--- src/tcsu_pkg.sv ---
// Constants, register map and carrier types of the timer control/status unit
package tcsu_pkg;
  // Register byte addresses, one aligned word each
  localparam logic [5:0] OFS_CTL1 = 6'h00;
  localparam logic [5:0] OFS_MODE = 6'h04;
  localparam logic [5:0] OFS_STAT = 6'h08;
  localparam logic [5:0] OFS_CAPA_HI = 6'h0c;
  localparam logic [5:0] OFS_CAPA_LO = 6'h10;
  localparam logic [5:0] OFS_CMPA_HI = 6'h14;
  localparam logic [5:0] OFS_CMPA_LO = 6'h18;
  localparam logic [5:0] OFS_CNT_HI = 6'h1c;
  localparam logic [5:0] OFS_CNT_LO = 6'h20;
  localparam logic [5:0] OFS_ALT_HI = 6'h24;
  localparam logic [5:0] OFS_ALT_LO = 6'h28;
  localparam logic [5:0] OFS_CAPB_HI = 6'h2c;
  localparam logic [5:0] OFS_CAPB_LO = 6'h30;
  localparam logic [5:0] OFS_CMPB_HI = 6'h34;
  localparam logic [5:0] OFS_CMPB_LO = 6'h38;
  // Flag indices; status byte bit of flag i is ST_FLAG_TOP - i
  localparam int FL_CAPA = 0;
  localparam int FL_CMPA = 1;
  localparam int FL_WRAP = 2;
  localparam int FL_CAPB = 3;
  localparam int FL_CMPB = 4;
  localparam int NFLAG = 5;
  localparam int ST_FLAG_TOP = 7;
  localparam int ST_DIS = 2;
  // Low byte whose access clears each flag after a status read
  localparam logic [5:0] FLAG_LO_OFS [NFLAG] = '{OFS_CAPA_LO, OFS_CMPA_LO,
    OFS_CNT_LO, OFS_CAPB_LO, OFS_CMPB_LO};
  // Reset values and counter maximum
  localparam logic [15:0] CNT_RST = 16'hfffc;
  localparam logic [15:0] CMP_RST = 16'h8000;
  localparam logic [15:0] CNT_MAX = 16'hffff;
  localparam logic [7:0] CTL_RST = 8'h00;
  // Clock selection codes and prescaler ratios
  localparam logic [1:0] CLK_DIV4 = 2'h0;
  localparam logic [1:0] CLK_DIV2 = 2'h1;
  localparam logic [1:0] CLK_DIV8 = 2'h2;
  localparam logic [1:0] CLK_EXT = 2'h3;
  localparam int PRE_DIV2 = 2;
  localparam int PRE_DIV4 = 4;
  localparam int PRE_DIV8 = 8;
  // AHB transfer type bit that marks NONSEQ or SEQ
  localparam int HTRANS_ACT_BIT = 1;

  typedef struct packed {
    logic compare1_pin_en;
    logic compare2_pin_en;
    logic one_pulse_mode;
    logic pwm_mode_en;
    logic [1:0] clk_sel;
    logic capture2_edge;
    logic ext_clk_edge;
  } tcsu_mode_t;

  typedef struct packed {
    logic capture_irq_en;
    logic compare_irq_en;
    logic wrap_irq_en;
    logic force_b;
    logic force_a;
    logic output_level2;
    logic capture1_edge;
    logic output_level1;
  } tcsu_ctl1_t;

  typedef struct packed {
    logic [5:0] ofs;
    logic wr;
    logic vld;
  } tcsu_acc_t;
endpackage : tcsu_pkg

--- src/tcsu_top.sv ---
// Timer control/status unit: AHB-Lite registers, counter, flags and pins
//
// How it works
// - Compare-a pin driven by timer when compare1_pin_en set; matching always runs.
// - Compare-b pin driven with output_level2 when compare2_pin_en set.
// - Pulse modes put both levels on compare-a pin when enabled.
// - one_pulse_mode: capture-a edge starts one pulse; length from compare a.
// - pwm_mode_en: repeating wave, pulse from compare a, period from compare b.
// - clk_sel 00 div4, 01 div2, 10 div8, 11 external clock.
// - External clock selected but absent: counter stops.
// - capture2_edge picks capture-b edge: 0 falling, 1 rising.
// - ext_clk_edge picks counting edge of external pin: 0 falling, 1 rising.
// - capture1_flag set on capture a, or compare-b reach in pwm mode.
// - Flag clears by status read then access of its low byte.
// - compare1_flag set when counter equals compare a, except in pwm mode.
// - compare2_flag set when counter equals compare b, except in pwm mode.
// - overflow_flag set when counter wraps from ffff to zero.
// - Alternate counter low byte access never clears overflow_flag.
// - capture2_flag set on capture-b event.
// - timer_disable freezes prescaler and counter, releases both compare pins.
// - Registers stay accessible while timer_disable is set.
// - timer_disable resets to 0; flags are read-only.
// - Shared interrupt when an enabled flag is set.
// - capture1_edge picks capture-a and one-pulse trigger edge.
// - Pulse modes copy output_level2 onto compare-a pin too.
`timescale 1ns/1ps
module tcsu_top import tcsu_pkg::*; #(
  parameter bit EXT_PRESENT = 1'b1 // External count pin bonded out
) (
  input wire logic hclk, // Bus and timer clock
  input wire logic hresetn, // Asynchronous reset, active low
  input wire logic hsel, // Slave select
  input wire logic [5:0] haddr, // Byte address
  input wire logic [1:0] htrans, // Transfer type
  input wire logic hwrite, // Write when high
  input wire logic [2:0] hsize, // Only word transfers used
  input wire logic hready, // Bus ready
  input wire logic [31:0] hwdata, // Write data
  output logic [31:0] hrdata, // Read data
  output logic hreadyout, // Low in reset, then always ready
  output logic hresp, // Always OKAY
  input wire logic capture_in_pin_a, // Capture / one-pulse trigger pin
  input wire logic capture_in_pin_b, // Capture pin b
  input wire logic external_count_pin, // External clock pin
  output logic compare_out_pin_a, // Compare-a pin level
  output logic compare_out_pin_a_oe_n, // Low while timer drives pin a
  output logic compare_out_pin_b, // Compare-b pin level
  output logic compare_out_pin_b_oe_n, // Low while timer drives pin b
  output logic timer_irq // Shared timer interrupt
);
  tcsu_ctl1_t ctl1_r;
  tcsu_mode_t mode_r;
  tcsu_acc_t acc_r;
  logic dis_r;
  logic [15:0] cnt_r, cmp_a_r, cmp_b_r, cap_a_r, cap_b_r;
  logic [NFLAG-1:0] flag_r, armed_r, flag_set, lo_hit;
  logic [2:0] sync1_r, sync2_r, sync3_r, lvl_r, lvl_nxt, rise, fall;
  logic [2:0] div_r;
  logic [7:0] wbyte, status_byte;
  logic addr_ok, wr_en, pre_tick, ext_tick, tick, restart, opm_trig;
  logic cap_a_evt, cap_b_evt, match_a, match_b, wrap, wr_cnt;
  logic [15:0] cnt_inc;

  // Prescaler end count for a clock selection
  function automatic logic [2:0] div_max(input logic [1:0] sel);
    case (sel)
      CLK_DIV2: div_max = 3'(PRE_DIV2 - 1);
      CLK_DIV8: div_max = 3'(PRE_DIV8 - 1);
      default: div_max = 3'(PRE_DIV4 - 1);
    endcase
  endfunction : div_max

  // Register read view
  function automatic logic [7:0] rd_mux(input logic [5:0] ofs);
    case (ofs)
      OFS_CTL1: rd_mux = ctl1_r;
      OFS_MODE: rd_mux = mode_r;
      OFS_STAT: rd_mux = status_byte;
      OFS_CAPA_HI: rd_mux = cap_a_r[15:8];
      OFS_CAPA_LO: rd_mux = cap_a_r[7:0];
      OFS_CMPA_HI: rd_mux = cmp_a_r[15:8];
      OFS_CMPA_LO: rd_mux = cmp_a_r[7:0];
      OFS_CNT_HI, OFS_ALT_HI: rd_mux = cnt_r[15:8];
      OFS_CNT_LO, OFS_ALT_LO: rd_mux = cnt_r[7:0];
      OFS_CAPB_HI: rd_mux = cap_b_r[15:8];
      OFS_CAPB_LO: rd_mux = cap_b_r[7:0];
      OFS_CMPB_HI: rd_mux = cmp_b_r[15:8];
      OFS_CMPB_LO: rd_mux = cmp_b_r[7:0];
      default: rd_mux = 8'h00;
    endcase
  endfunction : rd_mux

  // Address phase decode; bus access never depends on the disable bit
  assign addr_ok = hsel && htrans[HTRANS_ACT_BIT] && hready;
  assign wr_en = acc_r.vld && acc_r.wr;
  assign wbyte = hwdata[7:0];
  assign wr_cnt = wr_en && (acc_r.ofs == OFS_CNT_LO || acc_r.ofs == OFS_ALT_LO);
  // Reserved status bits read as zero whatever software wrote
  assign status_byte = {flag_r[FL_CAPA], flag_r[FL_CMPA], flag_r[FL_WRAP],
    flag_r[FL_CAPB], flag_r[FL_CMPB], dis_r, 2'h0};

  // Bus slave: zero wait states, read data sampled at the address edge
  always_ff @(posedge hclk or negedge hresetn) begin
    if (!hresetn) begin
      acc_r <= '0;
      hrdata <= 32'h0;
      hreadyout <= 1'b0;
      hresp <= 1'b0;
    end else begin
      acc_r <= '{ofs: haddr, wr: hwrite, vld: addr_ok};
      hreadyout <= 1'b1;
      hresp <= 1'b0;
      if (addr_ok && !hwrite) begin
        hrdata <= {24'h0, rd_mux(haddr)};
      end
    end
  end

  // Control registers written in the data phase
  always_ff @(posedge hclk or negedge hresetn) begin
    if (!hresetn) begin
      ctl1_r <= CTL_RST;
      mode_r <= CTL_RST;
      dis_r <= 1'b0;
    end else if (wr_en) begin
      case (acc_r.ofs)
        OFS_CTL1: ctl1_r <= wbyte;
        OFS_MODE: mode_r <= wbyte;
        OFS_STAT: dis_r <= wbyte[ST_DIS];
        default: ;
      endcase
    end
  end

  // Compare values, writable at any time
  always_ff @(posedge hclk or negedge hresetn) begin
    if (!hresetn) begin
      cmp_a_r <= CMP_RST;
      cmp_b_r <= CMP_RST;
    end else if (wr_en) begin
      case (acc_r.ofs)
        OFS_CMPA_HI: cmp_a_r[15:8] <= wbyte;
        OFS_CMPA_LO: cmp_a_r[7:0] <= wbyte;
        OFS_CMPB_HI: cmp_b_r[15:8] <= wbyte;
        OFS_CMPB_LO: cmp_b_r[7:0] <= wbyte;
        default: ;
      endcase
    end
  end

  // Three-stage synchronisers for the pins; level accepted when 2 and 3 agree
  always_ff @(posedge hclk or negedge hresetn) begin
    if (!hresetn) begin
      sync1_r <= 3'h0;
      sync2_r <= 3'h0;
      sync3_r <= 3'h0;
      lvl_r <= 3'h0;
    end else begin
      sync1_r <= {external_count_pin, capture_in_pin_b, capture_in_pin_a};
      sync2_r <= sync1_r;
      sync3_r <= sync2_r;
      lvl_r <= lvl_nxt;
    end
  end

  // Edge detect per pin on the filtered level
  for (genvar i = 0; i < 3; i++) begin : g_edge
    assign lvl_nxt[i] = (sync2_r[i] == sync3_r[i]) ? sync3_r[i] : lvl_r[i];
    assign rise[i] = lvl_nxt[i] && !lvl_r[i];
    assign fall[i] = !lvl_nxt[i] && lvl_r[i];
  end

  // Event selection by edge polarity bits
  assign cap_b_evt = mode_r.capture2_edge ? rise[1] : fall[1];
  assign ext_tick = mode_r.ext_clk_edge ? rise[2] : fall[2];
  assign opm_trig = mode_r.one_pulse_mode && !dis_r &&
    (ctl1_r.capture1_edge ? rise[0] : fall[0]);
  // Capture a is taken over by the pulse modes
  assign cap_a_evt = !mode_r.one_pulse_mode && !mode_r.pwm_mode_en &&
    (ctl1_r.capture1_edge ? rise[0] : fall[0]);

  // Prescaler, frozen by disable; restarts on a mode write so a new ratio
  // never yields a short first period
  assign pre_tick = !dis_r && (div_r == div_max(mode_r.clk_sel));
  always_ff @(posedge hclk or negedge hresetn) begin
    if (!hresetn) begin
      div_r <= 3'h0;
    end else if (wr_en && acc_r.ofs == OFS_MODE) begin
      div_r <= 3'h0;
    end else if (!dis_r) begin
      div_r <= pre_tick ? 3'h0 : div_r + 3'h1;
    end
  end

  // Counter tick; absent external pin means no ticks while the external clock is selected
  assign tick = !dis_r && ((mode_r.clk_sel == CLK_EXT) ?
    (EXT_PRESENT && ext_tick) : pre_tick);
  assign cnt_inc = cnt_r + 16'h1;
  assign match_a = tick && cnt_inc == cmp_a_r;
  assign match_b = tick && cnt_inc == cmp_b_r;
  assign restart = (mode_r.pwm_mode_en && match_b) || opm_trig;
  assign wrap = tick && cnt_r == CNT_MAX && !restart;

  // Free-running counter; a counter-low write resets it, even when frozen
  always_ff @(posedge hclk or negedge hresetn) begin
    if (!hresetn) begin
      cnt_r <= CNT_RST;
    end else if (wr_cnt || restart) begin
      cnt_r <= CNT_RST;
    end else if (tick) begin
      cnt_r <= cnt_inc;
    end
  end

  // Capture registers
  always_ff @(posedge hclk or negedge hresetn) begin
    if (!hresetn) begin
      cap_a_r <= 16'h0;
      cap_b_r <= 16'h0;
    end else begin
      if (cap_a_evt) begin
        cap_a_r <= cnt_r;
      end
      if (cap_b_evt) begin
        cap_b_r <= cnt_r;
      end
    end
  end

  // Flag sources; compare flags are not raised in pwm mode
  assign flag_set[FL_CAPA] = cap_a_evt ||
    (mode_r.pwm_mode_en && match_b);
  assign flag_set[FL_CMPA] = match_a && !mode_r.pwm_mode_en;
  assign flag_set[FL_WRAP] = wrap;
  assign flag_set[FL_CAPB] = cap_b_evt;
  assign flag_set[FL_CMPB] = match_b && !mode_r.pwm_mode_en;

  // Flags: status read arms, low-byte access clears; a new event wins.
  // Only flags seen set by that read are armed, so events after it survive.
  for (genvar i = 0; i < NFLAG; i++) begin : g_flag
    assign lo_hit[i] = acc_r.vld && acc_r.ofs == FLAG_LO_OFS[i];
    always_ff @(posedge hclk or negedge hresetn) begin
      if (!hresetn) begin
        flag_r[i] <= 1'b0;
        armed_r[i] <= 1'b0;
      end else begin
        if (flag_set[i]) begin
          flag_r[i] <= 1'b1;
        end else if (lo_hit[i] && armed_r[i]) begin
          flag_r[i] <= 1'b0;
        end
        if (addr_ok && !hwrite && haddr == OFS_STAT) begin
          armed_r[i] <= flag_r[i];
        end else if (lo_hit[i]) begin
          armed_r[i] <= 1'b0;
        end
      end
    end
  end

  // Compare-a pin: level 1 on match, level 2 at pulse start in pulse modes
  always_ff @(posedge hclk or negedge hresetn) begin
    if (!hresetn) begin
      compare_out_pin_a <= 1'b0;
      compare_out_pin_a_oe_n <= 1'b1;
    end else begin
      compare_out_pin_a_oe_n <= !(mode_r.compare1_pin_en && !dis_r);
      if (restart) begin
        compare_out_pin_a <= ctl1_r.output_level2;
      end else if (match_a || ctl1_r.force_a) begin
        compare_out_pin_a <= ctl1_r.output_level1;
      end
    end
  end

  // Compare-b pin follows level 2 on match or force
  always_ff @(posedge hclk or negedge hresetn) begin
    if (!hresetn) begin
      compare_out_pin_b <= 1'b0;
      compare_out_pin_b_oe_n <= 1'b1;
    end else begin
      compare_out_pin_b_oe_n <= !(mode_r.compare2_pin_en && !dis_r);
      if (match_b || ctl1_r.force_b) begin
        compare_out_pin_b <= ctl1_r.output_level2;
      end
    end
  end

  // Shared interrupt from enabled flags
  always_ff @(posedge hclk or negedge hresetn) begin
    if (!hresetn) begin
      timer_irq <= 1'b0;
    end else begin
      timer_irq <= (ctl1_r.capture_irq_en &&
        (flag_r[FL_CAPA] || flag_r[FL_CAPB])) ||
        (ctl1_r.compare_irq_en && (flag_r[FL_CMPA] || flag_r[FL_CMPB])) ||
        (ctl1_r.wrap_irq_en && flag_r[FL_WRAP]);
    end
  end
endmodule : tcsu_top

--- config.mk ---
export PLATFORM = sky130hd
export DESIGN_NAME = tcsu_top
export DESIGN_NICKNAME = d
export VERILOG_FILES = /design/src/tcsu_pkg.sv /design/src/tcsu_top.sv
export SDC_FILE = /design/constraint.sdc
export NUM_CORES = 1
export LEC_CHECK = 0
export BUFFER_PORTS_ARGS = -buffer_cell sky130_fd_sc_hd__buf_2
export CELL_PAD_IN_SITES_DETAIL_PLACEMENT = 1
export CELL_PAD_IN_SITES_GLOBAL_PLACEMENT = 1
export CORE_ASPECT_RATIO = 0.8
export CORE_UTILIZATION = 50
export DETAILED_ROUTE_END_ITERATION = 8
export GPL_ROUTABILITY_DRIVEN = 0
export PLACE_DENSITY_LB_ADDON = 0.1
export SLEW_MARGIN = 20
export SYNTH_ARGS = -nofsm -noshare
export SYNTH_HDL_FRONTEND = slang
export SYNTH_SLANG_ARGS = --single-unit
--- constraint.sdc ---
create_clock -name hclk -period 6.3 [get_ports hclk]
set_input_delay 0.63 -clock hclk [delete_from_list [all_inputs] [get_ports hclk]]
set_output_delay 0.63 -clock hclk [all_outputs]
set_load 0.02 [all_outputs]
==> results.txt <==
For this design the static power due to leakage is 3.637 nW. The fraction of the yosys area taken by sequential cells was 0.4799; the post-layout worst setup margin was 2893 ps. The run gives 0.3056 as the overall fraction of global-route tracks in use. The power per unit of standard cell area is 308.7 mW/mm^2, and the average wire per standard cell is 24.58 um. Share of the cycle needed by the critical path after routing: 0.5408. The area growth from synthesis to layout is 10.86%. In this run, CTS created clock tree buffers numbering 17. The run gives 412 as the DRC violation total after the first TritonRoute iteration. Number of hold violations in the final report: 0. The kind of launch point of the worst setup path was a flip-flop. The number of synthesized register bits was 144; the number of clock sinks was 144. The routed design has 22150 um of wire. The longest clock path from root to sink contains 2 buffers.

The mean cell area of the mapped netlist came out at 11.18 sq um. The logs give 90 for the number of ports placed on the die boundary and 0.01561 sq mm for the overall die area. Setup repair after global routing left no endpoint under its margin. The flow ran to the end, and the final reports show no timing, DRC or antenna violations. STA classifies the critical path endpoint as a flip-flop. The tree is rooted in a clkbuf_16. Sorting the synthesized cells by how often they occur yields 126 x dfrtp_1, 77 x mux2_2, 64 x nand2_1. Global-route wire length before repair: 34850 um. The via count of the first global-routing pass was 5958; the Yosys warning count was 0.

In this run the vertical extent of the chip is 112.0 um. The initial antenna violation count came out at 0. Summing all placed instances gives a cell area of 0.007752 sq mm. The run gives 0.2935 GHz as the highest clock frequency the design can meet.

Ranked by total cell area, the synthesized netlist is headed by dfrtp_1 42%, mux2_2 11%, dfstp_2 6.3%, xnor2_1 4.3%, buf_4 3.3%. For the count of pins over their slew limit, the log shows 0. Setup violations remaining at the end of the flow were counted as 0. The post-synthesis async set-or-reset flop share came out at 1.000. The clock latency on the worst-skew pair was 440 ps; the slew at the pin closest to its max-slew limit was 1080 ps. The count of flip-flops with a built-in enable after synthesis works out to 0. Input and output buffers added on the ports amount to 36. In this run the standard cell core region covers 0.01449 sq mm.

Worst min-delay path category: in -> async. Clock skew on the completed layout was measured at 8.202 ps. Pre-CTS worst setup slack: 2946 ps. IR analysis of the VDD net gives a maximum drop of 0.0001968 V. In the final design database the tool counted 757 nets.

The detail route stage leaves a number of antenna-violating nets equal to 0. Layout cell share with drive strength beyond 1: 0.2636. Largest area contributor in the netlist: dfrtp_1. The number of hold buffers added after CTS was 0. In this run the cell area of the synthesized design comes to 0.007556 sq mm. The die outline width came out at 139.4 um.

The most used flip-flop cell after synthesis is dfrtp_1. At the worst endpoint, the arrival time is 3720 ps. After clock tree synthesis, the clock-pin slew on the worst setup and hold paths is 60 ps. After layout, the minimum clock period comes to 3407 ps.

The worst-path maximum fanout works out to 15. The area share of the largest cell type after synthesis was 0.4173; the number of placement rows was 39. TritonCTS built the clock tree. The filler cells instantiated in the layout total 1550. The HPWL reported at the end of detailed placement came out at 15580 um. The logs give 0.2797 for the headroom to the max-slew limit and 676 for the synthesized netlist cell count. The remaining global-route overflow was 0; the reported max-cap violation count was 0. The pre-antenna-repair detailed-routing pass consisted of 5 iterations. The synthesized netlist contains 65 unique library cells. The final route contains 5617 vias. By startpoint and endpoint, the worst setup path is classified as reg -> reg. dfrtp_1 is the most common cell in the netlist. The tools report the required time of the worst setup path as 6620 ps. With fillers left out, the area of the finished cells amounts to 0.008377 sq mm. The H-tree generated during clock tree synthesis spans 4 levels.

In this run the post-CTS setup repair buffer count came out at 0. Number of diodes added for antenna fixing: 0. For the starting density of the core, the log shows 0.5214. Summing internal, switching and leakage power gives 0.002586 W. Entering global routing, the biggest net connects 95 pins. The tools report the setup TNS as 0 ps. The average vias per placed instance came out at 6.234. For this run, design rule violations remaining after detail routing come to 0. Post-CTS repair changed the size of 0 cells.
state kept, by name, indices dropped and copies added, names as in the netlist, 8 cells and up:
register,cells
cap_a_r,16
cap_b_r,16
cmp_a_r,16
cmp_b_r,16
cnt_r,16
acc_r,8
ctl1_r,8
hrdata,8
mode_r,8
cell families after synthesis:
family | after synthesis | synth area share
muxes | 87 | 0.1363
adders and majority gates | 5 | 0.007286
AOI/OAI and AO/OA | 111 | 0.1047
other | 2 | 0.0009939
buffers and inverters | 65 | 0.05133
and+or+nand+nor | 200 | 0.1477
xor gates and xnor gates | 62 | 0.07187
DFF | 144 | 0.4799
stage by stage:
| step | utilization | instances | hold slack [ps] |
|---|---|---|---|
| final | 0.5780 | 901 | 252.2 |
| after global routing | 0.5780 | 901 | 285.9 |
| after CTS | 0.5772 | 901 | 287.1 |
| after detailed placement | 0.5349 | 869 | 337.8 |
| after global placement | 0.5349 | 869 | 334.8 |
| after floorplan | - | 700 | 331.2 |
cells in the final DEF (no fill, tap or decap), types with 10 or more instances in the layout:
cell	synthesis	layout
a221oi_1	13	13
a22o_1	15	15
a22oi_1	13	13
a31oi_1	13	12
and3_1	10	10
buf_2	4	35
clkbuf_16	0	17
conb_1	2	26
dfrtp_1	126	126
dfstp_2	18	18
mux2_2	77	77
nand2_1	64	64
nand2b_1	11	11
nand3_1	18	18
nor2_1	32	32
nor3_1	13	13
o21ai_0	25	25
xnor2_1	37	37
xor2_1	25	25
critical path, stage by stage (launching register included):
cell	delay, ps
dfrtp_1	620
ha_1	360
nand3_4	200
or3_1	470
o311a_1	340
and4_1	240
and4_4	230
nor3_4	620
o21ai_0	200
cell type report:
cell class / count / area [sq um] / share of cell area
flip-flops and latches: 144 / 3626 / 0.4329
well taps: 184 / 230.2 / 0.02748
multi-input cells: 491 / 3650 / 0.4357
repair buffers: 41 / 224.0 / 0.02674
clock inverters: 11 / 152.6 / 0.01822
inverters: 9 / 33.78 / 0.004033
clock buffers: 21 / 460.4 / 0.05497
routing by layer:
metal / up-vias / global-route usage / wire length, um
met2: 207 / 0.4697 / 10260
met5: - / 0 / 0
li1: 2455 / - / -
met4: 0 / 0.1348 / 527
met3: 41 / 0.07097 / 1496
met1: 2914 / 0.4145 / 9867
path summary, 6_finish.rpt:
kind	slack, ps	endpoint	cells after the start	startpoint
max	2890	cnt_r[14]$_DFFE_PN1P_	8	cnt_r[0]$_DFFE_PN0P_
min	250	armed_r[2]$_DFFE_PN0P_	1	hresetn
max reg2reg	2890	cnt_r[14]$_DFFE_PN1P_	8	cnt_r[0]$_DFFE_PN0P_
min reg2reg	350	sync2_r[0]$_DFF_PN0_	0	sync1_r[0]$_DFF_PN0_
max in group asynchronous	4880	cap_a_r[4]$_DFFE_PN0P_	2	hresetn
min in group hclk	300	sync1_r[2]$_DFF_PN0_	1	external_count_pin
power by group:
group | switching (W) | internal (W)
Clock | 0.000410 | 0.000646
Sequential | 0.000146 | 0.00103
Combinational | 0.000199 | 0.000158
Total | 0.000756 | 0.00183
(Power assumes the default switching activity.)
